--- config.mk ---
export PLATFORM = sky130hd
export DESIGN_NAME = scs_serial_card
export DESIGN_NICKNAME = d
export VERILOG_FILES = /design/src/rtl/scs_pkg.sv /design/src/rtl/scs_half_tick.sv /design/src/rtl/scs_serial_card.sv
export SDC_FILE = /design/constraint.sdc
export NUM_CORES = 1
export LEC_CHECK = 0
export ABC_AREA = 1
export BUFFER_PORTS_ARGS = -buffer_cell sky130_fd_sc_hd__buf_4
export CORE_MARGIN = 2
export CORE_UTILIZATION = 60
export CTS_CLUSTER_DIAMETER = 50
export CTS_CLUSTER_SIZE = 8
export DETAILED_ROUTE_END_ITERATION = 16
export GPL_ROUTABILITY_DRIVEN = 0
export PLACE_DENSITY = 0.78
export SYNTH_ARGS = -nofsm -noshare
export SYNTH_HDL_FRONTEND = slang
export SYNTH_SLANG_ARGS = --single-unit
--- constraint.sdc ---
create_clock -name clk -period 8.1 [get_ports clk]
set_input_delay 1.215 -clock clk [delete_from_list [all_inputs] [get_ports clk]]
set_output_delay 1.215 -clock clk [all_outputs]
set_load 0.01 [all_outputs]
--- src/rtl/scs_pkg.sv ---
// How it works
// - with seven data bits, bit 7 of the transmit byte is never sent
// - outside card operation, one mode bit picks start/stop framing or clocked synchronous transfer
// - parity sense bit: clear gives even parity, set gives odd, both ways
// - parity enable adds parity on async transmit and checks it on receive
// - card operation, guard style clear: transmit done flag 12.5 bit times after start
// - guard style set: transmit done flag 11.0 bit times after start
// - guard style set: clock pin may be held at a fixed level
// - one elementary time unit is the length of one serial bit
// - eight-bit baud divisor, read/write, resets to all ones
// - async outside guard style with both clock source bits clear releases the clock pin
// - synchronous internal clock is driven out on the clock pin
// - async internal clock with low source bit outputs a bit-rate clock
// - synchronous external clock is taken from the clock pin
package scs_pkg;

   // register offsets
   localparam logic [15:0] OFS_MODE   = 16'hff80;
   localparam logic [15:0] OFS_BAUD   = 16'hff81;
   localparam logic [15:0] OFS_CTRL   = 16'hff82;
   localparam logic [15:0] OFS_STATUS = 16'hff83;
   localparam logic [15:0] OFS_MASK   = 16'hff84;
   localparam logic [15:0] OFS_TXBYTE = 16'hff85;
   localparam logic [15:0] OFS_RXBYTE = 16'hff86;
   localparam logic [15:0] OFS_LINK   = 16'hff87;

   // reset values
   localparam logic [7:0] MODE_RST = 8'h00;
   localparam logic [7:0] BAUD_RST = 8'hff;
   localparam logic [7:0] CTRL_RST = 8'h00;
   localparam logic [7:0] BYTE_RST = 8'h00;

   // status and mask bit positions
   localparam int ST_W       = 3;
   localparam int ST_TX_DONE = 0;
   localparam int ST_RX_FULL = 1;
   localparam int ST_PAR_ERR = 2;

   // frame timing, lengths counted in half bit times, data sizes in bits
   localparam logic [5:0] TRANSMIT_DONE_FLAG_HALF_NORMAL  = 6'd25;
   localparam logic [5:0] TRANSMIT_DONE_FLAG_HALF_GUARD   = 6'd22;
   localparam logic [5:0] SYNC_FRAME_HALVES = 6'd16;
   localparam logic [3:0] DATA_BITS_FULL    = 4'd8;
   localparam logic [3:0] DATA_BITS_SHORT   = 4'd7;
   // 16x external clock: eight rising edges make half a bit
   localparam logic [2:0] EXT_EDGE_LAST     = 3'd7;

   // mode register layout, bit 7 is guard style in card operation
   typedef struct packed {
      logic bit7_sel;
      logic char_length_sel;
      logic parity_on;
      logic parity_odd;
      logic stop_two;
      logic multidrop_on;
      logic prescale_sel_hi;
      logic prescale_sel_lo;
   } scs_mode_t;

   // control register layout
   typedef struct packed {
      logic tx_empty_irq_on;
      logic rx_full_irq_on;
      logic transmitter_on;
      logic receiver_on;
      logic multidrop_irq_on;
      logic tx_done_irq_on;
      logic clock_source_hi;
      logic clock_source_lo;
   } scs_ctrl_t;

   // register port request
   typedef struct packed {
      logic [15:0] addr;
      logic [7:0]  wdata;
      logic        wr;
      logic        rd;
   } scs_bus_req_t;

endpackage

--- src/rtl/scs_half_tick.sv ---
`timescale 1ns/100ps
module scs_half_tick (
   // clock and reset
   input  wire logic        clk,
   input  wire logic        rst,
   // timing control
   input  wire logic        restart,
   input  wire logic        ext_sel,
   input  wire logic        sync_mode,
   input  wire logic [14:0] half_len,
   // clock pin input, asynchronous
   input  wire logic        sck_pin_in,
   // one pulse per half bit time
   output logic             half_tick
);
   import scs_pkg::*;

   logic        sck_meta;
   logic        sck_sync;
   logic        sck_prev;
   logic [14:0] cnt;
   logic [14:0] next_cnt;
   logic [2:0]  edges;
   logic [2:0]  next_edges;
   logic        next_tick;
   logic        rise;
   logic        fall;

   // half bit pacing from divider or external clock edges
   always_comb begin
      rise       = sck_sync & ~sck_prev;
      fall       = ~sck_sync & sck_prev;
      next_cnt   = cnt;
      next_edges = edges;
      next_tick  = 1'b0;
      if (restart) begin
         next_cnt   = 15'h0000;
         next_edges = 3'h0;
      end else if (ext_sel) begin
         if (sync_mode) begin
            next_tick = rise | fall;
         end else if (rise) begin
            if (edges == EXT_EDGE_LAST) begin
               next_edges = 3'h0;
               next_tick  = 1'b1;
            end else begin
               next_edges = edges + 3'h1;
            end
         end
      end else if (cnt >= half_len - 15'h0001) begin
         next_cnt  = 15'h0000;
         next_tick = 1'b1;
      end else begin
         next_cnt = cnt + 15'h0001;
      end
   end

   // pin passes two flops before the edge detector reads it
   always_ff @(posedge clk) begin
      if (rst) begin
         sck_meta  <= 1'b0;
         sck_sync  <= 1'b0;
         sck_prev  <= 1'b0;
         cnt       <= 15'h0000;
         edges     <= 3'h0;
         half_tick <= 1'b0;
      end else begin
         sck_meta  <= sck_pin_in;
         sck_sync  <= sck_meta;
         sck_prev  <= sck_sync;
         cnt       <= next_cnt;
         edges     <= next_edges;
         half_tick <= next_tick;
      end
   end

endmodule

--- src/rtl/scs_serial_card.sv ---
`timescale 1ns/100ps
module scs_serial_card (
   // clock and reset
   input  wire logic                  clk,
   input  wire logic                  rst,
   // register port
   input  wire scs_pkg::scs_bus_req_t bus_req,
   output logic [7:0]                 rdata,
   output logic                       irq,
   // serial data line
   output logic                       txd,
   input  wire logic                  rxd,
   // clock pin as input, output and enable
   input  wire logic                  sck_in,
   output logic                       sck_out,
   output logic                       sck_oe,
   output logic                       sck_io_port
);
   import scs_pkg::*;

   typedef enum {TX_IDLE, TX_RUN} scs_tx_state_t;
   typedef enum {RX_IDLE, RX_BITS, RX_WAIT} scs_rx_state_t;

   scs_mode_t     mode;
   scs_mode_t     next_mode;
   scs_ctrl_t     ctrl;
   scs_ctrl_t     next_ctrl;
   logic [7:0]    baud;
   logic [7:0]    next_baud;
   logic [7:0]    tx_hold;
   logic [7:0]    next_tx_hold;
   logic          card_en;
   logic          next_card_en;
   logic [ST_W-1:0] status;
   logic [ST_W-1:0] next_status;
   logic [ST_W-1:0] mask;
   logic [ST_W-1:0] next_mask;
   logic [ST_W-1:0] st_set;
   logic [ST_W-1:0] st_clr;
   logic [7:0]    next_rdata;
   logic          next_irq;
   logic          sync_mode;
   logic          guard;
   logic          ext_sel;
   logic [14:0]   half_len;
   logic          tx_tick;
   logic          rx_tick;
   scs_tx_state_t tx_state;
   scs_tx_state_t next_tx_state;
   logic [5:0]    tx_half;
   logic [5:0]    next_tx_half;
   logic [7:0]    tx_data;
   logic [7:0]    next_tx_data;
   logic          tx_start;
   logic          tx_done_set;
   logic [5:0]    transmit_done_flag_half;
   logic [5:0]    end_half;
   logic          next_txd;
   logic          bitclk;
   logic          next_bitclk;
   logic          next_sck_out;
   logic          next_sck_oe;
   logic          next_sck_io_port;
   logic          rxd_meta;
   logic          rxd_s;
   scs_rx_state_t rx_state;
   scs_rx_state_t next_rx_state;
   logic [5:0]    rx_half;
   logic [5:0]    next_rx_half;
   logic [7:0]    rx_sr;
   logic [7:0]    next_rx_sr;
   logic [7:0]    rx_byte;
   logic [7:0]    next_rx_byte;
   logic [5:0]    rx_h;
   logic [4:0]    rx_idx;
   logic [4:0]    rx_nd;
   logic [4:0]    rx_last;
   logic          rx_full_set;
   logic          par_err_set;

   // data bits per character
   function automatic logic [3:0] data_bits(input scs_mode_t m,
                                            input logic      sync);
      if (!sync && m.char_length_sel)
         data_bits = DATA_BITS_SHORT;
      else
         data_bits = DATA_BITS_FULL;
   endfunction

   // parity over the bits actually sent
   function automatic logic parity_of(input logic [7:0] d,
                                      input scs_mode_t  m);
      logic [7:0] used;
      used = m.char_length_sel ? {1'b0, d[6:0]} : d;
      parity_of = (^used) ^ m.parity_odd;
   endfunction

   // frame length in half bit times
   function automatic logic [5:0] frame_halves(input scs_mode_t m,
                                               input logic      sync);
      logic [5:0] bits;
      bits = 6'd1 + 6'(data_bits(m, sync)) + 6'(m.parity_on)
             + (m.stop_two ? 6'd2 : 6'd1);
      frame_halves = sync ? SYNC_FRAME_HALVES : {bits[4:0], 1'b0};
   endfunction

   // line level for bit position idx of a frame
   function automatic logic frame_bit(input logic [4:0] idx,
                                      input logic [7:0] d,
                                      input scs_mode_t  m,
                                      input logic       sync);
      logic [4:0] nd;
      nd = 5'(data_bits(m, sync));
      if (sync)
         frame_bit = (idx < 5'd8) ? d[idx[2:0]] : 1'b1;
      else if (idx == 5'd0)
         frame_bit = 1'b0;
      else if (idx <= nd)
         frame_bit = d[3'(idx - 5'd1)];
      else if (m.parity_on && idx == nd + 5'd1)
         frame_bit = parity_of(d, m);
      else
         frame_bit = 1'b1;
   endfunction

   // mode decode and half bit time length
   always_comb begin
      sync_mode = ~card_en & mode.bit7_sel;
      guard     = card_en & mode.bit7_sel;
      ext_sel   = ctrl.clock_source_hi & ~guard;
      half_len  = 15'({7'h00, baud} + 15'h0001)
                  << {mode.prescale_sel_hi, mode.prescale_sel_lo, 1'b0};
   end

   // separate pacing so the receiver can align to each start bit
   scs_half_tick u_tx_tick (
      .clk        (clk),
      .rst        (rst),
      .restart    (tx_start),
      .ext_sel    (ext_sel),
      .sync_mode  (sync_mode),
      .half_len   (half_len),
      .sck_pin_in (sck_in),
      .half_tick  (tx_tick)
   );

   scs_half_tick u_rx_tick (
      .clk        (clk),
      .rst        (rst),
      .restart    (rx_state == RX_IDLE),
      .ext_sel    (ext_sel),
      .sync_mode  (sync_mode),
      .half_len   (half_len),
      .sck_pin_in (sck_in),
      .half_tick  (rx_tick)
   );

   // register writes, status with set winning over clear
   always_comb begin
      next_mode    = mode;
      next_baud    = baud;
      next_ctrl    = ctrl;
      next_mask    = mask;
      next_tx_hold = tx_hold;
      next_card_en = card_en;
      st_clr       = '0;
      if (bus_req.wr) begin
         case (bus_req.addr)
            OFS_MODE:   next_mode    = scs_mode_t'(bus_req.wdata);
            OFS_BAUD:   next_baud    = bus_req.wdata;
            OFS_CTRL:   next_ctrl    = scs_ctrl_t'(bus_req.wdata);
            OFS_STATUS: st_clr       = bus_req.wdata[ST_W-1:0];
            OFS_MASK:   next_mask    = bus_req.wdata[ST_W-1:0];
            OFS_TXBYTE: next_tx_hold = bus_req.wdata;
            OFS_LINK:   next_card_en = bus_req.wdata[0];
            default:    next_card_en = card_en;
         endcase
      end
      st_set             = '0;
      st_set[ST_TX_DONE] = tx_done_set;
      st_set[ST_RX_FULL] = rx_full_set;
      st_set[ST_PAR_ERR] = par_err_set;
      next_status        = (status & ~st_clr) | st_set;
      next_irq           = |(next_status & next_mask);
   end

   // read data stands only in the cycle after the strobe
   always_comb begin
      next_rdata = 8'h00;
      if (bus_req.rd) begin
         case (bus_req.addr)
            OFS_MODE:   next_rdata = mode;
            OFS_BAUD:   next_rdata = baud;
            OFS_CTRL:   next_rdata = ctrl;
            OFS_STATUS: next_rdata = 8'(status);
            OFS_MASK:   next_rdata = 8'(mask);
            OFS_TXBYTE: next_rdata = tx_hold;
            OFS_RXBYTE: next_rdata = rx_byte;
            OFS_LINK:   next_rdata = {7'h00, card_en};
            default:    next_rdata = 8'h00;
         endcase
      end
   end

   // transmit engine; mode changes mid-frame are the caller's hazard
   always_comb begin
      tx_start      = bus_req.wr && bus_req.addr == OFS_TXBYTE
                      && ctrl.transmitter_on && tx_state == TX_IDLE;
      next_tx_state = tx_state;
      next_tx_half  = tx_half;
      next_tx_data  = tx_data;
      tx_done_set   = 1'b0;
      next_bitclk   = tx_tick ? ~bitclk : bitclk;
      transmit_done_flag_half     = frame_halves(mode, sync_mode);
      if (card_en)
         transmit_done_flag_half = guard ? TRANSMIT_DONE_FLAG_HALF_GUARD : TRANSMIT_DONE_FLAG_HALF_NORMAL;
      end_half = frame_halves(mode, sync_mode);
      if (transmit_done_flag_half > end_half)
         end_half = transmit_done_flag_half;
      case (tx_state)
         TX_IDLE: if (tx_start) begin
            next_tx_state = TX_RUN;
            next_tx_half  = 6'd0;
            next_tx_data  = bus_req.wdata;
         end
         TX_RUN: if (tx_tick) begin
            next_tx_half = tx_half + 6'd1;
            tx_done_set  = (next_tx_half == transmit_done_flag_half);
            if (next_tx_half == end_half)
               next_tx_state = TX_IDLE;
         end
         default: next_tx_state = TX_IDLE;
      endcase
      next_txd = 1'b1;
      if (next_tx_state == TX_RUN)
         next_txd = frame_bit(next_tx_half[5:1], next_tx_data, mode,
                              sync_mode);
   end

   // clock pin role
   always_comb begin
      next_sck_out     = 1'b1;
      next_sck_oe      = 1'b0;
      next_sck_io_port = 1'b0;
      if (guard && !ctrl.clock_source_lo) begin
         next_sck_oe  = 1'b1;
         next_sck_out = ctrl.clock_source_hi;
      end else if (ext_sel) begin
         next_sck_oe = 1'b0;
      end else if (sync_mode) begin
         next_sck_oe  = 1'b1;
         next_sck_out = (tx_state == TX_RUN) ? tx_half[0] : 1'b1;
      end else if (ctrl.clock_source_lo) begin
         next_sck_oe  = 1'b1;
         next_sck_out = bitclk;
      end else begin
         next_sck_io_port = 1'b1;
      end
   end

   // async receiver, samples at the middle of each bit
   always_comb begin
      next_rx_state = rx_state;
      next_rx_half  = rx_half;
      next_rx_sr    = rx_sr;
      next_rx_byte  = rx_byte;
      rx_full_set   = 1'b0;
      par_err_set   = 1'b0;
      rx_h          = rx_half + 6'd1;
      rx_idx        = rx_h[5:1];
      rx_nd         = 5'(data_bits(mode, 1'b0));
      rx_last       = rx_nd + 5'(mode.parity_on);
      case (rx_state)
         RX_IDLE: if (ctrl.receiver_on && !sync_mode && !rxd_s) begin
            next_rx_state = RX_BITS;
            next_rx_half  = 6'd0;
            next_rx_sr    = 8'h00;
         end
         RX_BITS: if (!ctrl.receiver_on) begin
            next_rx_state = RX_IDLE;
         end else if (rx_tick) begin
            next_rx_half = rx_h;
            if (rx_h[0]) begin
               if (rx_idx == 5'd0) begin
                  if (rxd_s)
                     next_rx_state = RX_IDLE; // glitch, not a start bit
               end else if (rx_idx <= rx_nd) begin
                  next_rx_sr[3'(rx_idx - 5'd1)] = rxd_s;
               end
               if (rx_idx != 5'd0 && rx_idx == rx_last) begin
                  next_rx_state = RX_WAIT;
                  next_rx_byte  = next_rx_sr;
                  rx_full_set   = 1'b1;
                  par_err_set   = mode.parity_on
                     && rxd_s != parity_of(next_rx_sr, mode);
               end
            end
         end
         RX_WAIT: if (rxd_s)
            next_rx_state = RX_IDLE;
         default: next_rx_state = RX_IDLE;
      endcase
   end

   // all state registers except those of the checks
   always_ff @(posedge clk) begin
      if (rst) begin
         mode        <= scs_mode_t'(MODE_RST);
         baud        <= BAUD_RST;
         ctrl        <= scs_ctrl_t'(CTRL_RST);
         mask        <= '0;
         status      <= '0;
         tx_hold     <= BYTE_RST;
         card_en     <= 1'b0;
         rdata       <= 8'h00;
         irq         <= 1'b0;
         tx_state    <= TX_IDLE;
         tx_half     <= 6'd0;
         tx_data     <= BYTE_RST;
         txd         <= 1'b1;
         bitclk      <= 1'b0;
         sck_out     <= 1'b1;
         sck_oe      <= 1'b0;
         sck_io_port <= 1'b1;
         rxd_meta    <= 1'b1;
         rxd_s       <= 1'b1;
         rx_state    <= RX_IDLE;
         rx_half     <= 6'd0;
         rx_sr       <= BYTE_RST;
         rx_byte     <= BYTE_RST;
      end else begin
         mode        <= next_mode;
         baud        <= next_baud;
         ctrl        <= next_ctrl;
         mask        <= next_mask;
         status      <= next_status;
         tx_hold     <= next_tx_hold;
         card_en     <= next_card_en;
         rdata       <= next_rdata;
         irq         <= next_irq;
         tx_state    <= next_tx_state;
         tx_half     <= next_tx_half;
         tx_data     <= next_tx_data;
         txd         <= next_txd;
         bitclk      <= next_bitclk;
         sck_out     <= next_sck_out;
         sck_oe      <= next_sck_oe;
         sck_io_port <= next_sck_io_port;
         rxd_meta    <= rxd;
         rxd_s       <= rxd_meta;
         rx_state    <= next_rx_state;
         rx_half     <= next_rx_half;
         rx_sr       <= next_rx_sr;
         rx_byte     <= next_rx_byte;
      end
   end

   logic [15:0] tick_gap;
   logic        gap_valid;
   logic [14:0] half_len_hold;
   always_ff @(posedge clk) begin
      if (rst) begin
         tick_gap  <= 16'h0000;
         gap_valid <= 1'b0;
      end else begin
         tick_gap  <= tx_tick ? 16'h0001 : tick_gap + 16'h0001;
         gap_valid <= (tx_tick | gap_valid) & ~tx_start & ~ext_sel
                      & (half_len == half_len_hold);
      end
   end
   // divisor of last cycle: a tick launched before a write still uses it
   always_ff @(posedge clk) begin
      half_len_hold <= half_len;
   end
endmodule

==> flow_metrics.env <==
export IMPL_drt_iter0_markers=811
export IMPL_core_area_um2=17120
export IMPL_tightest_slew_ns=0.9997
export IMPL_drt_first_pass_iters=6
export IMPL_max_vdd_ir_drop_v=0.0001441
export IMPL_drtAntennaViolNets=0
export IMPL_setup_viol=0
export IMPL_ys_seq_elements=196
export IMPL_numCtsBuffers=17
export IMPL_via_count=9454
export IMPL_cts_num_sinks=196
export IMPL_fillCellCount=1463
export IMPL_yosysSeqAreaShare=0.3782
export IMPL_path_class="reg2reg"
export IMPL_finalCritPeriodShare=0.5520
export IMPL_start_util=0.6061
export IMPL_relSlewSlack=0.3163
export IMPL_yosys_most_used_dff="dfxtp_1"
export IMPL_cts_max_level=4
export IMPL_hold_buffers=0
export IMPL_most_common_layout_cells="318 x nand2_1, 196 x dfxtp_1, 167 x inv_1"
export IMPL_first_global_vias=8639
export IMPL_post_dp_hpwl_mm=18.56
export IMPL_yosys_area_top_type="dfxtp_1"
export IMPL_cp_required_ns=8.43
export IMPL_cts_tree="built"
export IMPL_syn_area_per_cell_um2=7.290
export IMPL_netlist_instances=1423
export IMPL_wl_per_cell_um=14.18
export IMPL_status="complete, no violations"
export IMPL_p_leak_nw=5.239
export IMPL_pre_cts_slack_ns=3.749
export IMPL_reg2reg_slack_ns=3.63
export IMPL_ys_top_cells_by_area="dfxtp_1 38%, nand2_1 12%, ha_1 7.5%"
export IMPL_min_path_type="reg2reg"
export IMPL_n_antenna_cell=0
export IMPL_crit_path_end_kind="flop"
export IMPL_ioPinCount=43
export IMPL_die_area_um2=18360
export IMPL_power_w=0.001924
export IMPL_clock_fmax_mhz=223.7
export IMPL_vias_per_cell=5.387
export IMPL_grt_util_all_layers=0.2751
export IMPL_rsz0062_at_grt="no"
export IMPL_ys_warn_count=0
export IMPL_cp_arrival_ns=4.80
export IMPL_clock_latency_ns=0.45
export IMPL_final_nets=1610
export IMPL_synth_enable_flop_cells=0
export IMPL_antenna_found_initial=0
export IMPL_area_growth_pct=12.63
export IMPL_skew_ns=0.01595
export IMPL_overflow=0
export IMPL_final_max_slew_viol_count=0
export IMPL_grt_max_degree=48
export IMPL_cts_root_to_sink_buffers=2
export IMPL_cts_root_buf="clkbuf_16"
export IMPL_cts_resized=0
export IMPL_drt_wl_total_mm=24.88
export IMPL_synth_top_area_share=0.3782
export IMPL_fin_ws_ns=3.629
export IMPL_syn_area_um2=10370
export IMPL_clk_pin_slew_worst_paths_ns=0.09
export IMPL_grt_pass1_wl_mm=40.32
export IMPL_pwr_density_cell_nw_per_um2=164.6
export IMPL_crit_top_cell="nand2_1"
export IMPL_worst_path_max_fanout=11
export IMPL_numPortBuffers=42
export IMPL_finalCriticalPeriod_ns=4.471
export IMPL_fin_tns_setup_ns=0
export IMPL_die_w_um=135.5
export IMPL_critPathSlowestCell="dfxtp_1"
export IMPL_synth_async_reset_ratio=0
export IMPL_num_rows=48
export IMPL_synth_cell_types=59
export IMPL_crit_path_start_kind="flop"
export IMPL_drv_cap=0
export IMPL_crit_chain="clkinv_1, nor2_1, ha_1, inv_1, fa_1, nand2_1, inv_1, nor3_1, inv_1, o21ai_0, ha_1, a21o_1, o22ai_1, nand2_1, nand2_1, nand2_1, nand2_1, xor2_1, nor3_1, nand2_1, nand4_1, a21oi_1, nand3_2"
export IMPL_cp_slowest_stage_delay_ns=0.49
export IMPL_postCtsSetupBuffers=0
export IMPL_hold_viol=0
export IMPL_drive_gt1_frac=0.09869
export IMPL_layout_commonest_cell="nand2_1"
export IMPL_drc=0
export IMPL_chipHeight_um=135.5
-- power breakdown --
part	switching, W	internal (W)	total (W)
logic	0.0000355	0.0000189	0.0000544
clock network	0.000444	0.000434	0.000878
registers	0.00000869	0.000983	0.000991
-- stage by stage --
stage | area, um2 | cells | utilization | hold WS (ns)
6_report | 11680 | 1755 | 0.6826 | 0.4112
5_1_grt | 11680 | 1755 | 0.6826 | 0.4475
4_1_cts | 11680 | 1755 | 0.6826 | 0.4170
3_5_place_dp | 11060 | 1723 | 0.6460 | 0.3969
3_3_place_gp | 11060 | 1723 | 0.6460 | 0.3899
2_1_floorplan | 10600 | 1483 | - | 0.3883
-- state kept, by name (all words and copies together) (netlist names), 3 cells and up --
register         flops
rx_state            32
tx_state            32
u_rx_tick.cnt       15
u_tx_tick.cnt       15
baud                 8
ctrl                 8
mode                 8
rdata                8
rx_byte              8
rx_sr                8
tx_data              8
tx_hold              8
rx_half              6
tx_half              6
mask                 3
status               3
u_rx_tick.edges      3
u_tx_tick.edges      3
-- cell usage after synthesis (3+ instances only) --
cell / n
a211oi_1: 3
o211ai_1: 12
inv_1: 167
o21ai_1: 7
nor2_4: 3
o22ai_1: 11
nand2_2: 13
nor2_2: 8
a21oi_1: 104
buf_2: 7
nand3b_1: 5
o21ai_0: 76
nor3b_2: 3
nor2_1: 141
xor2_1: 30
inv_2: 7
ha_1: 62
nand4_1: 26
o31ai_1: 4
nand2_1: 318
nand3_1: 73
o21ai_2: 12
clkbuf_1: 16
or2_2: 8
nor4_1: 10
nor3_1: 25
xnor2_1: 8
clkinv_1: 5
nor3_2: 4
nand3_2: 7
a31oi_1: 8
dfxtp_1: 196
nor3b_1: 9
-- kinds of logic (layout without fill, tap and decap cells) --
| kind of cell | after synthesis | in the layout | synth area share |
|---|---|---|---|
| AND/OR/NAND/NOR | 665 | 665 | 0.2945 |
| other | 1 | 61 | 0.0003615 |
| multiplexers | 1 | 1 | 0.0009649 |
| flip-flops | 196 | 196 | 0.3782 |
| XOR/XNOR | 39 | 39 | 0.03365 |
| adder cells (fa/ha/maj) | 63 | 63 | 0.07671 |
| buffers and inverters | 208 | 255 | 0.07936 |
| AO/OA/AOI/OAI | 250 | 250 | 0.1362 |
-- area by class of cell --
class,count,area [um2],share of cell area
repair buffers,43,322.8,0.02763
clock inverters,14,187.7,0.01606
multi-input cells,1079,5852,0.5009
well taps,225,281.5,0.02410
flip-flops and latches,196,3924,0.3358
inverters,180,676.9,0.05794
clock buffers,18,439.2,0.03759
-- worst paths after layout --
kind,cells after the start,startpoint,to
max,23,mode[6],txd
min,2,u_rx_tick.sck_meta,u_rx_tick.sck_sync
max reg2reg,23,mode[6],txd
min reg2reg,2,u_rx_tick.sck_meta,u_rx_tick.sck_sync
-- per-layer routing --
| layer | wire (um) | global-route usage | vias to the layer above |
|---|---|---|---|
| met5 | 0 | 0 | - |
| met1 | 10520 | 0.3420 | 4288 |
| met2 | 11830 | 0.4712 | 282 |
| met4 | 529 | 0.08102 | 0 |
| met3 | 2005 | 0.07108 | 61 |
| li1 | - | - | 4823 |
-- critical path, delay by kind of cell, from the launching register on --
family / cells / cell delay [ns]
compound gates: 4 / 0.73
fa+ha+maj: 3 / 0.94
flops: 1 / 0.49
buf+inv: 4 / 0.59
simple gates: 11 / 1.44
xor+xnor: 1 / 0.16
Note: power is estimated with default switching activity, not from simulation.
